[config.mk]
export PLATFORM = sky130hd
export DESIGN_NAME = alc_line_adapter
export DESIGN_NICKNAME = d
export VERILOG_FILES = /design/src/alc_pkg.sv /design/src/alc_line_adapter.sv
export SDC_FILE = /design/constraint.sdc
export NUM_CORES = 1
export LEC_CHECK = 0
export BUFFER_PORTS_ARGS = -buffer_cell sky130_fd_sc_hd__buf_4
export CAP_MARGIN = 10
export CORE_MARGIN = 4
export CORE_UTILIZATION = 53
export DETAILED_ROUTE_END_ITERATION = 8
export GPL_TIMING_DRIVEN = 1
export PLACE_DENSITY = 0.8
export SYNTH_ARGS = -nofsm -noshare
export SYNTH_HDL_FRONTEND = slang
export SYNTH_SLANG_ARGS = --single-unit
[constraint.sdc]
create_clock -name clk -period 5.3 [get_ports clk]
set_input_delay 0.53 -clock clk [delete_from_list [all_inputs] [get_ports clk]]
set_output_delay 0.53 -clock clk [all_outputs]
set_load 0.005 [all_outputs]
[src/alc_pkg.sv]
// Package for the async line adapter: register map, command fields, states
package alc_pkg;
    // ----------------------------------------
    // Register map (byte addresses)
    // ----------------------------------------
    localparam logic [7:0] ADDR_CMD1 = 8'h00;
    localparam logic [7:0] ADDR_CMD2 = 8'h04;
    localparam logic [7:0] ADDR_CMD3 = 8'h08;
    localparam logic [7:0] ADDR_CMD4 = 8'h0c;
    localparam logic [7:0] ADDR_TXD = 8'h10;
    localparam logic [7:0] ADDR_RXD = 8'h14;
    localparam logic [7:0] ADDR_STAT = 8'h18;
    // ----------------------------------------
    // Command cell fields
    // ----------------------------------------
    localparam logic [2:0] CMD_HDR = 3'h5;
    localparam int HDR_LO = 1;
    localparam int HDR_HI = 3;
    localparam int IO_LO = 4;
    localparam int IO_HI = 11;
    localparam int C1_RTS = 4, C1_SECONDARY_REQUEST_LINE = 5, C1_OM = 6, C1_LMA = 7;
    localparam int C1_DTR = 8, C1_TB = 9, C1_RXEN = 10, C1_TXEN = 11;
    localparam int C2_BRK = 4, C2_ISR = 5, C2_INPUT_SUPERVISION_ENABLE = 6;
    localparam int C2_RXR0 = 8, C2_RXR1 = 9, C2_TXR0 = 10, C2_TXR1 = 11;
    localparam int C3_PSEL = 4, C3_PDIS = 5, C3_LEN_LO = 6, C3_LEN_HI = 7;
    localparam int C3_STOP = 8, C3_ECHO = 10, C3_LOOP = 11;
    localparam int C4_RX_LO = 4, C4_RX_HI = 7, C4_TX_LO = 8, C4_TX_HI = 11;
    // ----------------------------------------
    // Bit timing in 16x sub-ticks
    // ----------------------------------------
    localparam logic [4:0] TICKS_BIT = 5'h10;
    localparam logic [4:0] TICKS_STOP15 = 5'h18;
    localparam logic [4:0] TICKS_STOP2 = 5'h20;
    localparam logic [3:0] TICK_MID = 4'h7;
    localparam logic [3:0] TICK_LAST = 4'hf;
    // ----------------------------------------
    // Types
    // ----------------------------------------
    typedef struct packed {
        logic rts, secondary_request_line, om, lma, dtr, tb;
    } alc_mdm_out_type;
    typedef struct packed {
        logic cts, dsr, dcd, sdcd, ri, restraint;
    } alc_mdm_in_type;
    typedef enum logic [4:0] {
        SER_IDLE = 5'h01, SER_START = 5'h02, SER_DATA = 5'h04,
        SER_PAR = 5'h08, SER_STOP = 5'h10
    } alc_ser_state_type;
endpackage : alc_pkg

[src/alc_line_adapter.sv]
// Async line adapter: APB command registers, baud generators, serial framing
//
// Local design decisions: the APB slave port and the placing of the registers.
`timescale 1ns/100ps
`default_nettype none

// Operation
// RULE1: Speed field bits are inverted, read with top bit as MSB, plus one.
// RULE2: Bit rate is selected reference divided by sixteen times that value.
// RULE3: Range 0101 all ones gives 9600; range 1010 all zeros gives 75.
// RULE4: Range codes pick the 9.6k, 19.2k, 153.6k or special reference.
// RULE5: Receive and transmit rates are set independently.
// RULE6: Receiver tolerates forty percent bit distortion across a character.
// RULE7: Word three header 101 holds parity, length, stop, echo, loopback.
// RULE8: Parity select one means even parity, zero means odd.
// RULE9: Parity disable clear checks and adds parity; set skips both.
// RULE10: Length codes 00,10,01,11 give 5 to 8 data bits, plus parity.
// RULE11: Stop select gives two stop bits, 1.5 for five bits, else one.
// RULE12: Echo mode resends every received line bit while still receiving.
// RULE13: Loopback ties transmit data, request and terminal ready to inputs.
// RULE14: Loopback feeds local, secondary and busy lines back; modem ignored.
// RULE15: Word four header 101 holds receive and transmit speed codes.
// RULE16: Clear to send with output on and request raises first demand.
// RULE17: Each holding buffer to shifter move raises a new demand.
// RULE18: Restraint from the modem suppresses demands until it ends.
// RULE19: Controller answers each demand with one character.
// RULE20: Controller clears with zero commands then briefly enables supervision.
// RULE21: First supervision enable reports power-up status, then clears it.
// RULE22: Received characters are delivered only while receive is enabled.
// RULE23: Status is reported on carrier detect and data set ready rising.
// RULE24: Demands only while output on and commands one and two nonzero.
module alc_line_adapter
    import alc_pkg::*;
(
    input wire logic clk,
    input wire logic rst,
    input wire logic psel,
    input wire logic penable,
    input wire logic pwrite,
    input wire logic [7:0] paddr,
    input wire logic [31:0] pwdata,
    output logic [31:0] prdata,
    output logic pready,
    output logic pslverr,
    input wire logic [3:0] refTick,
    input wire logic rxdIn,
    input wire alc_mdm_in_type mdmIn,
    output logic txdOut,
    output alc_mdm_out_type mdmOut
);
    // ----------------------------------------
    // Functions
    // ----------------------------------------
    function automatic logic [4:0] speedDiv(input logic [3:0] f);
        speedDiv = 5'({1'b0, ~f}) + 5'h01;
    endfunction : speedDiv

    function automatic logic refPick(input logic io5, input logic io6, input logic [3:0] t);
        case ({io5, io6})
            2'h2: refPick = t[1];
            2'h1: refPick = t[2];
            2'h3: refPick = t[3];
            default: refPick = t[0];
        endcase
    endfunction : refPick

    function automatic logic parBit(input logic [7:0] d, input logic [1:0] lc, input logic even);
        logic p;
        p = ^(d & (8'hff >> (2'h3 - lc)));
        parBit = even ? p : ~p;
    endfunction : parBit

    // ----------------------------------------
    // Registers
    // ----------------------------------------
    logic [11:0] cmd1_ff, cmd2_ff, cmd3_ff, cmd4_ff;
    logic [31:0] prdata_ff;
    logic pready_ff, pslverr_ff;
    logic [7:0] txHold_ff, txShift_ff, rxShift_ff, rxData_ff;
    logic txFull_ff, txPar_ff, txd_ff, oddWant_ff, statPend_ff;
    logic rxAvail_ff, rxPerr_ff, rxFerr_ff, rxOvr_ff, rxPar_ff, rxDone_ff, rxStopBit_ff;
    logic [4:0] txCnt_ff, rxDivCnt_ff, txDivCnt_ff;
    logic [3:0] rxCnt_ff;
    logic [2:0] txBit_ff, rxBit_ff;
    alc_ser_state_type txState_ff, rxState_ff;
    alc_mdm_in_type prevIn_ff;
    alc_mdm_out_type mdm_ff;

    // ----------------------------------------
    // Decode
    // ----------------------------------------
    wire logic apbDone = psel && penable && pready_ff;
    wire logic wrDone = apbDone && pwrite;
    wire logic rdDone = apbDone && !pwrite;
    wire logic hdrOk = pwdata[HDR_HI:HDR_LO] == CMD_HDR;
    wire logic isCmd = paddr == ADDR_CMD1 || paddr == ADDR_CMD2 || paddr == ADDR_CMD3 || paddr == ADDR_CMD4;
    wire logic mapped = isCmd || paddr == ADDR_TXD || paddr == ADDR_RXD || paddr == ADDR_STAT;
    wire logic badAcc = !mapped || (pwrite && isCmd && !hdrOk);
    // RULE7 header check
    wire logic cmdWr = wrDone && isCmd && hdrOk;
    wire logic txdWr = wrDone && paddr == ADDR_TXD;
    wire logic rxdRd = rdDone && paddr == ADDR_RXD;
    wire logic statRd = rdDone && paddr == ADDR_STAT;

    // RULE24 all-zero clear
    wire logic cmdClear = cmd1_ff[IO_HI:IO_LO] == 8'h00 && cmd2_ff[IO_HI:IO_LO] == 8'h00;
    wire logic txEn = cmd1_ff[C1_TXEN] && !cmdClear;
    wire logic rxEn = cmd1_ff[C1_RXEN] && !cmdClear;
    wire logic input_supervision_enable = cmd2_ff[C2_INPUT_SUPERVISION_ENABLE] && !cmdClear;
    wire logic evenPar = cmd3_ff[C3_PSEL];
    wire logic parEn = !cmd3_ff[C3_PDIS];
    wire logic [1:0] lenCode = {cmd3_ff[C3_LEN_HI], cmd3_ff[C3_LEN_LO]};
    wire logic [2:0] lastBit = 3'(3'h4 + 3'(lenCode));
    wire logic loopOn = cmd3_ff[C3_LOOP];
    wire logic echoOn = cmd3_ff[C3_ECHO];

    // RULE13 line loopback
    wire logic rxdEff = loopOn ? txd_ff : rxdIn;
    // RULE14 control loopback, modem inputs ignored
    alc_mdm_in_type inEff;
    assign inEff = loopOn ? alc_mdm_in_type'({mdm_ff.rts, mdm_ff.dtr, mdm_ff.lma, mdm_ff.secondary_request_line, mdm_ff.tb, 1'b0})
                          : mdmIn;

    // ----------------------------------------
    // Baud generators
    // ----------------------------------------
    // RULE1 speed field to divisor
    // RULE5 independent directions
    wire logic [4:0] rxDiv = speedDiv(cmd4_ff[C4_RX_HI:C4_RX_LO]);
    wire logic [4:0] txDiv = speedDiv(cmd4_ff[C4_TX_HI:C4_TX_LO]);
    // RULE4 reference selection
    wire logic rxRef = refPick(cmd2_ff[C2_RXR0], cmd2_ff[C2_RXR1], refTick);
    wire logic txRef = refPick(cmd2_ff[C2_TXR0], cmd2_ff[C2_TXR1], refTick);
    // RULE2 divide reference, then 16 sub-ticks per bit
    wire logic rxTick = rxRef && rxDivCnt_ff == 5'(rxDiv - 5'h01);
    wire logic txTick = txRef && txDivCnt_ff == 5'(txDiv - 5'h01);

    always_ff @(posedge clk or posedge rst) begin
        if (rst) begin
            rxDivCnt_ff <= 5'h00;
            txDivCnt_ff <= 5'h00;
        end else begin
            if (rxRef) rxDivCnt_ff <= rxTick ? 5'h00 : 5'(rxDivCnt_ff + 5'h01);
            if (txRef) txDivCnt_ff <= txTick ? 5'h00 : 5'(txDivCnt_ff + 5'h01);
        end
    end

    // ----------------------------------------
    // APB slave and command words
    // ----------------------------------------
    // RULE18 restraint masks the visible demand bit
    wire logic [31:0] rdMux =
        paddr == ADDR_CMD1 ? 32'(cmd1_ff) :
        paddr == ADDR_CMD2 ? 32'(cmd2_ff) :
        paddr == ADDR_CMD3 ? 32'(cmd3_ff) :
        paddr == ADDR_CMD4 ? 32'(cmd4_ff) :
        paddr == ADDR_RXD ? 32'(rxData_ff) :
        paddr == ADDR_STAT ? 32'({inEff, statPend_ff && input_supervision_enable, rxOvr_ff, rxFerr_ff, rxPerr_ff,
                                  rxAvail_ff, oddWant_ff && !inEff.restraint}) : 32'h0;

    always_ff @(posedge clk or posedge rst) begin
        if (rst) begin
            pready_ff <= 1'b0;
            pslverr_ff <= 1'b0;
            prdata_ff <= 32'h0;
        end else begin
            pready_ff <= psel && penable && !pready_ff;
            pslverr_ff <= psel && penable && !pready_ff && badAcc;
            if (psel && penable && !pready_ff) prdata_ff <= rdMux;
        end
    end

    always_ff @(posedge clk or posedge rst) begin
        if (rst) begin
            cmd1_ff <= 12'h000;
            cmd2_ff <= 12'h000;
            cmd3_ff <= 12'h000;
            cmd4_ff <= 12'h000;
        end else if (cmdWr) begin
            // RULE15 word four holds both speed fields
            case (paddr)
                ADDR_CMD1: cmd1_ff <= pwdata[11:0];
                ADDR_CMD2: cmd2_ff <= pwdata[11:0] & ~(12'h001 << C2_ISR);
                ADDR_CMD3: cmd3_ff <= pwdata[11:0];
                default: cmd4_ff <= pwdata[11:0];
            endcase
        end
    end

    // ----------------------------------------
    // Modem control and status
    // ----------------------------------------
    wire logic ctsRise = inEff.cts && !prevIn_ff.cts && txEn && cmd1_ff[C1_RTS];
    wire logic isrHit = cmdWr && paddr == ADDR_CMD2 && pwdata[C2_ISR] && (pwdata[C2_INPUT_SUPERVISION_ENABLE] || input_supervision_enable);
    // RULE23 carrier and data set ready report
    wire logic statEvt = (inEff.dcd && !prevIn_ff.dcd) || (inEff.dsr && !prevIn_ff.dsr) || ctsRise || isrHit;
    wire logic txLoad = txState_ff == SER_IDLE && txTick && txFull_ff && txEn && inEff.cts;

    always_ff @(posedge clk or posedge rst) begin
        if (rst) begin
            prevIn_ff <= '0;
            mdm_ff <= '0;
            // RULE21 power-up status stands pending until first reported
            statPend_ff <= 1'b1;
            oddWant_ff <= 1'b0;
        end else begin
            prevIn_ff <= inEff;
            mdm_ff <= '{rts: cmd1_ff[C1_RTS], secondary_request_line: cmd1_ff[C1_SECONDARY_REQUEST_LINE], om: cmd1_ff[C1_OM],
                        lma: cmd1_ff[C1_LMA], dtr: cmd1_ff[C1_DTR], tb: cmd1_ff[C1_TB]};
            // RULE21 read of reported status clears it; a new event wins
            statPend_ff <= statEvt || (statPend_ff && !(statRd && input_supervision_enable));
            // RULE16 first demand on clear to send
            // RULE17 demand on each buffer move
            // RULE24 demands dropped without output on
            if (!txEn) oddWant_ff <= 1'b0;
            else oddWant_ff <= ctsRise || txLoad || (oddWant_ff && !txdWr);
        end
    end

    // ----------------------------------------
    // Transmitter
    // ----------------------------------------
    // RULE11 stop length
    wire logic [4:0] stopTicks = !cmd3_ff[C3_STOP] ? TICKS_BIT : lenCode == 2'h0 ? TICKS_STOP15 : TICKS_STOP2;
    wire logic [4:0] txLimit = txState_ff == SER_STOP ? stopTicks : TICKS_BIT;
    wire logic txEnd = txTick && txCnt_ff == 5'(txLimit - 5'h01);
    wire logic lineBit = txState_ff == SER_START ? 1'b0 : txState_ff == SER_DATA ? txShift_ff[0] :
                         txState_ff == SER_PAR ? txPar_ff : 1'b1;

    always_ff @(posedge clk or posedge rst) begin
        if (rst) begin
            txState_ff <= SER_IDLE;
            txCnt_ff <= 5'h00;
            txBit_ff <= 3'h0;
            txShift_ff <= 8'h00;
            txHold_ff <= 8'h00;
            txFull_ff <= 1'b0;
            txPar_ff <= 1'b0;
            txd_ff <= 1'b1;
        end else begin
            // RULE12 echo resends the received line
            txd_ff <= cmd2_ff[C2_BRK] ? 1'b0 : echoOn ? rxdEff : lineBit;
            if (txdWr) txHold_ff <= pwdata[7:0];
            txFull_ff <= txdWr || (txFull_ff && !txLoad && !cmdClear);
            if (txTick && txState_ff != SER_IDLE) txCnt_ff <= txEnd ? 5'h00 : 5'(txCnt_ff + 5'h01);
            case (txState_ff)
                SER_IDLE: if (txLoad) begin
                    txShift_ff <= txHold_ff;
                    // RULE8 parity sense
                    txPar_ff <= parBit(txHold_ff, lenCode, evenPar);
                    txCnt_ff <= 5'h00;
                    txState_ff <= SER_START;
                end
                SER_START: if (txEnd) begin
                    txBit_ff <= 3'h0;
                    txState_ff <= SER_DATA;
                end
                SER_DATA: if (txEnd) begin
                    txShift_ff <= txShift_ff >> 1;
                    txBit_ff <= 3'(txBit_ff + 3'h1);
                    // RULE9 parity appended only when enabled
                    if (txBit_ff == lastBit) txState_ff <= parEn ? SER_PAR : SER_STOP;
                end
                SER_PAR: if (txEnd) txState_ff <= SER_STOP;
                SER_STOP: if (txEnd) txState_ff <= SER_IDLE;
                default: txState_ff <= SER_IDLE;
            endcase
        end
    end

    // ----------------------------------------
    // Receiver
    // ----------------------------------------
    // RULE6 mid-bit sampling leaves margin for heavy distortion
    wire logic rxSample = rxTick && rxCnt_ff == TICK_LAST;
    // RULE10 align short characters to bit 0
    wire logic [7:0] rxAligned = rxShift_ff >> (2'h3 - lenCode);

    always_ff @(posedge clk or posedge rst) begin
        if (rst) begin
            rxState_ff <= SER_IDLE;
            rxCnt_ff <= 4'h0;
            rxBit_ff <= 3'h0;
            rxShift_ff <= 8'h00;
            rxPar_ff <= 1'b0;
            rxStopBit_ff <= 1'b1;
            rxDone_ff <= 1'b0;
        end else begin
            rxDone_ff <= 1'b0;
            if (rxTick) rxCnt_ff <= 4'(rxCnt_ff + 4'h1);
            case (rxState_ff)
                SER_IDLE: if (rxTick && !rxdEff) begin
                    rxCnt_ff <= 4'h0;
                    rxState_ff <= SER_START;
                end
                SER_START: if (rxTick && rxCnt_ff == TICK_MID) begin
                    rxCnt_ff <= 4'h0;
                    rxBit_ff <= 3'h0;
                    rxState_ff <= rxdEff ? SER_IDLE : SER_DATA;
                end
                SER_DATA: if (rxSample) begin
                    rxShift_ff <= {rxdEff, rxShift_ff[7:1]};
                    rxBit_ff <= 3'(rxBit_ff + 3'h1);
                    if (rxBit_ff == lastBit) rxState_ff <= parEn ? SER_PAR : SER_STOP;
                end
                SER_PAR: if (rxSample) begin
                    rxPar_ff <= rxdEff;
                    rxState_ff <= SER_STOP;
                end
                SER_STOP: if (rxSample) begin
                    rxStopBit_ff <= rxdEff;
                    rxDone_ff <= 1'b1;
                    rxState_ff <= SER_IDLE;
                end
                default: rxState_ff <= SER_IDLE;
            endcase
        end
    end

    // RULE22 delivery gated by receive enable
    wire logic rxDeliver = rxDone_ff && rxEn;

    always_ff @(posedge clk or posedge rst) begin
        if (rst) begin
            rxData_ff <= 8'h00;
            rxAvail_ff <= 1'b0;
            rxPerr_ff <= 1'b0;
            rxFerr_ff <= 1'b0;
            rxOvr_ff <= 1'b0;
        end else begin
            rxAvail_ff <= rxDeliver || (rxAvail_ff && !rxdRd && !cmdClear);
            if (rxDeliver) begin
                rxData_ff <= rxAligned;
                // RULE9 check only when enabled
                rxPerr_ff <= parEn && rxPar_ff != parBit(rxAligned, lenCode, evenPar);
                rxFerr_ff <= !rxStopBit_ff;
                rxOvr_ff <= rxAvail_ff && !rxdRd;
            end
        end
    end

    assign prdata = prdata_ff;
    assign pready = pready_ff;
    assign pslverr = pslverr_ff;
    assign txdOut = txd_ff;
    assign mdmOut = mdm_ff;
endmodule : alc_line_adapter

`default_nettype wire

* Word level (Yosys, flattened, before mapping)
Cells that the tools add are included.
Word-level totals: bits in registers 169, bits of input ports 56, output and inout port bits 41, word-level logic and storage cells 266
Operators by class: add/subtract/negate cells 13, equality and inequality tests 44, shift operators 2, muxes and demuxes 58, bitwise gates (word level) 7, reduce and logical (&&, ||, !) cells 102
Operators with widths (number):
- $mux W5 | 22
- $mux W12 | 6
- $pmux W5 S5 | 2
- $logic_and A1 B1 Y1 | 47
- $eq A8 B5 Y1 const B | 3
- $logic_not A8 Y1 | 3
- $ne A2 B2 Y1 const B | 11
- $and A8 B8 Y8 | 2
- $eq A8 B4 Y1 const B | 2
- $logic_not A1 Y1 | 16
- $logic_or A1 B1 Y1 | 16
- $mux W8 | 2
- $pmux W8 S2 | 1
- $reduce_and A2 Y1 | 8
- $reduce_xor A8 Y1 | 2
- $add A5 B1 Y5 const B | 3
- $eq A5 B5 Y1 | 3
- $mux W3 | 5
- $sub A5 B1 Y5 const B | 3
- $mux W4 | 3
- $pmux W3 S2 | 2
- $reduce_and A6 Y1 | 2
- $mux W1 | 11
- $add A4 B1 Y5 const B | 2
- 30 further kinds | 49

* Depth between registers and ports, before layout
word-level depth 13, depth in mapped cells 8, gate-level depth less buffers 7

* Worst setup path after synthesis
Ideal clock, no wire load.
path type input to register, from input port paddr[7], to register cmd3_ff[0], library setup time 125 ps, arrival time 2325 ps, setup slack 2850 ps, stages 6, buffers on the path 2, cell sequence or4_4 > or2_1 > buf_6 > nor4_4 > buf_2 > mux2_2
On the way: longest elaborated chain between the ends 7, elaborated cells between the ends (all ways) 10, those cells by class 3 x eq/ne; 7 x reduce/logical
RTL lines:
- start: declaration | RTL line alc_line_adapter.sv:40 | input wire logic [7:0] paddr,
- $eq A8 B3 Y1 or $logic_not A8 Y1 (tied branches) | RTL line alc_line_adapter.sv:96 | wire logic isCmd = paddr == ADDR_CMD1 || paddr == ADDR_CMD2 || paddr == ADDR_CMD3 || paddr == ADDR_CMD4;
- $logic_or A1 B1 Y1 (3 in series) | RTL line alc_line_adapter.sv:96
- $logic_and A1 B1 Y1 (2 in series) | RTL line alc_line_adapter.sv:100 | wire logic cmdWr = wrDone && isCmd && hdrOk;
- $reduce_and A2 Y1 (no source line) (*)
- end signal: assignment | RTL line alc_line_adapter.sv:184 | ADDR_CMD3: cmd3_ff <= pwdata[11:0];
- end: declaration | RTL line alc_line_adapter.sv:76 | logic [11:0] cmd1_ff, cmd2_ff, cmd3_ff, cmd4_ff;
Mark *: on every way between the ends. The rest lies on a longest branch, timed or not. A chain may end at the register's enable or synchronous reset.

* Worst setup path after layout
from input port paddr[7], to register cmd4_ff[0]
On the way: longest elaborated chain between the ends 7, elaborated cells between the ends (all ways) 12, those cells by class 3 x eq/ne; 1 x bitwise; 8 x reduce/logical
RTL lines:
- $eq A8 B3 Y1 or $logic_not A8 Y1 (tied branches) | RTL line alc_line_adapter.sv:96, alc_line_adapter.sv:181
- $logic_or A1 B1 Y1 (3 in series) | RTL line alc_line_adapter.sv:96
- $logic_and A1 B1 Y1 (2 in series) | RTL line alc_line_adapter.sv:100
- $reduce_and A2 Y1 (no source line) (*)
- end signal: assignment | RTL line alc_line_adapter.sv:185 | default: cmd4_ff <= pwdata[11:0];
- end: declaration | RTL line alc_line_adapter.sv:76
Marks and branches as above.

==> impl_metrics.yaml <==
status:
  status: "completed"
yosys:
  syn_area_per_cell_um2: 10.48
  synth.most_common_cell: "dfrtp_1"
  synth_edf_count: 0
  seq_area_frac_synth_pct: 47.76
  synthDistinctLibCells: 75
  netlist.area_leader.share_pct: 46.08
  yosys-top-cells-area: "dfrtp_1, mux2_2, nand2_1, xnor2_1, o21ai_0"
  netlist_instances: 746
  ys.warnings.count: 0
  synth_top_area_cell: "dfrtp_1"
  synth_area_mm2: 0.007820
  synth-async-reset-ratio_pct: 100.0
  synth_common_cells: "dfrtp_1, nand2_1, mux2_2, nor2_1, o21ai_0"
  yosys_register_bits: 149
  synth_flop_cell: "dfrtp_1"
placed_design:
  dp_cells: 951
  dpl.hpwl_um: 12090
  port_buffers: 56
  dpl_cell_area_mm2: 0.008254
  gp_congestion: 0.9062
global_routing:
  track_usage_pct: 21.44
  grt_pass1_vias: 5591
  grt_pass1_wl_um: 28410
  grt_antenna_before_repair: 0
  grt_start_max_net_pins: 101
  gr-total-overflow: 0
worst_setup_path:
  arrival_ps: 3230
  reg2reg_from: "cmd3_ff[7]"
  rr_endpoint: "txBit_ff[1]"
  worst-setup-path-type: "in -> reg"
  worstRegToRegCells: 6
  cp_data_required_time_ps: 5600
  ff2ff_setup_slack_ps: 2670
  critPathCaptureType: "flop"
  crit_fanout: 13
  start_kind: "input port"
sta:
  setup_viol: 0
  finalCriticalPeriod_ps: 2925
  final_max_slew_viol_count: 0
  fin_skew_ps: 5.694
  worst_pin_slew_ps: 937.7
  max_freq_ghz: 0.3418
  slew_headroom_pct: 37.02
  rsz0062_at_grt: "false"
  hold_violations: 0
  setup_tns_ps: 0
  finalCritPeriodShare_pct: 55.20
power_and_ir_drop:
  ir_drop_mv: 0.2730
  intPower_mw: 1.993
  power_switching_mw: 0.6613
  pwr-share-comb_pct: 8.5
  swShare_pct: 24.92
  clkPwrFrac_pct: 44.9
  p_seq_share_pct: 46.6
  leakagePower_nw: 4.085
  p_per_area_mw_per_mm2: 300.1
die:
  die_y_um: 129.5
  rows: 44
  coreArea_mm2: 0.01448
  die_area_mm2: 0.01676
  start_util_pct: 54.01
  die_w_um: 129.5
  pin_count: 97
finish:
  utilization_pct: 61.07
  antenna_cells: 0
  nets: 848
  final_area_mm2: 0.008842
  drive_gt1_share_pct: 23.90
  fin_cells: 983
  syn2layout_area_growth_pct: 13.07
detailed_routing:
  drt-total-wl_um: 17620
  route.detailed.drc: 0
  vias: 5929
  drt-pass1-iter-count: 5
  drt-initial-drc-count: 468
  vias_per_cell: 6.032
  post_drt_wl_per_cell_um: 17.92
  ant_nets: 0
clock_network:
  tritoncts: "yes"
  clk-insertion-delay-late_ps: 420
  holdBufCountCts: 0
  clk_path_buf_depth: 2
  cts-resized-gates: 0
  postCtsSetupRepairBufs: 0
  ctsHtreeMaxLevel: 4
  cts_num_sinks: 149
  numCtsBuffers: 17
  cts-root-buf: "clkbuf_16"
  clk_pin_slew_ps: 60
worst_hold_path:
  min_path_type: "in -> async"
job:
  cap_viol_max_count: 0
worst max-delay path, cell delays in order:
cell and delay [ps]:
buf_4 110, or4_4 550, nor2_1 730, nand4_1 780
mux2_2 520
sequential cells by signal (all words and copies together) (netlist names), 3 cells and up:
signal and flops:
rxBit_ff 3, rxData_ff 8, txDivCnt_ff 5, prdata 12, txShift_ff 8, txHold_ff 8, rxCnt_ff 4, mdmOut 6
rxState_ff 5, cmd1_ff 12, cmd4_ff 12, txState_ff 5, prevIn_ff 3, txBit_ff 3, txCnt_ff 5, rxDivCnt_ff 5
cmd2_ff 11, cmd3_ff 12, rxShift_ff 8
metal layers:
layer	up-vias	global-route usage, %	wire length [um]
li1	2731	-	-
met1	2926	29.16	7563
met2	242	34.66	8513
met3	30	4.905	1256
met4	0	6.418	280
met5	-	0	0
kinds of logic (layout without fill, tap and decap cells):
| family | count (synthesis) | in the layout | synth area share, % |
|---|---|---|---|
| flops | 149 | 149 | 47.76 |
| compound gates | 142 | 142 | 12.38 |
| fa+ha+maj | 6 | 6 | 0.9600 |
| simple gates | 257 | 257 | 17.10 |
| buf+inv | 70 | 104 | 4.608 |
| mux | 84 | 84 | 12.99 |
| xor+xnor | 37 | 37 | 4.144 |
| other cells | 1 | 20 | 0.04795 |
area by class of cell:
class	count	area (um^2)
Tap cell	184	230.2
Clock inverter	11	127.6
Sequential cell	149	3735
Clock buffer	21	460.4
Timing Repair Buffer	58	435.4
Inverter	14	57.56
Fill cell	1125	5637
Multi-Input combinational cell	546	3796
worst max-delay path by stage:
stage	startpoint	end	slack, ps
2_1_floorplan	rst	cmd1_ff[0]	770
3_3_place_gp	paddr[7]	cmd4_ff[0]	2040
3_5_place_dp	paddr[7]	cmd4_ff[0]	2040
4_1_cts	paddr[7]	cmd4_ff[0]	2480
5_1_grt	paddr[7]	cmd4_ff[0]	2300
6_report	paddr[7]	cmd4_ff[0]	2370
through the flow:
stage,hold WS (ps),setup WS (ps),total power [mW]
final,259.3,2375,2.654
after global routing,338.8,2296,2.755
after CTS,335.8,2478,2.665
after detailed placement,418.4,2036,1.479
after global placement,419.7,2038,1.473
after floorplan,389.6,770.2,1.416
cell usage in the layout (no fill, tap or decap), types with 8 or more instances in the layout:
cell and instances:
nand2_1 84, mux2_2 70, buf_4 58, o21ai_0 39
a21oi_1 26, nor3_1 18, nand2b_1 16, xnor2_1 23
inv_1 12, clkbuf_16 17, xor2_1 14, nand3_1 19
conb_1 20, nor2_1 48, o31ai_1 9, dfrtp_1 144
o22ai_1 10, nor2b_1 8
power by group through the flow:
stage / registers [mW] / clock network (mW) / logic (mW)
6_report: 1.24 / 1.19 / 0.226
5_1_grt: 1.24 / 1.25 / 0.257
4_1_cts: 1.24 / 1.20 / 0.227
3_5_place_dp: 1.26 / 0 / 0.223
3_3_place_gp: 1.25 / 0 / 0.219
2_1_floorplan: 1.24 / 0 / 0.174
Power figures use the tool's default switching activity.
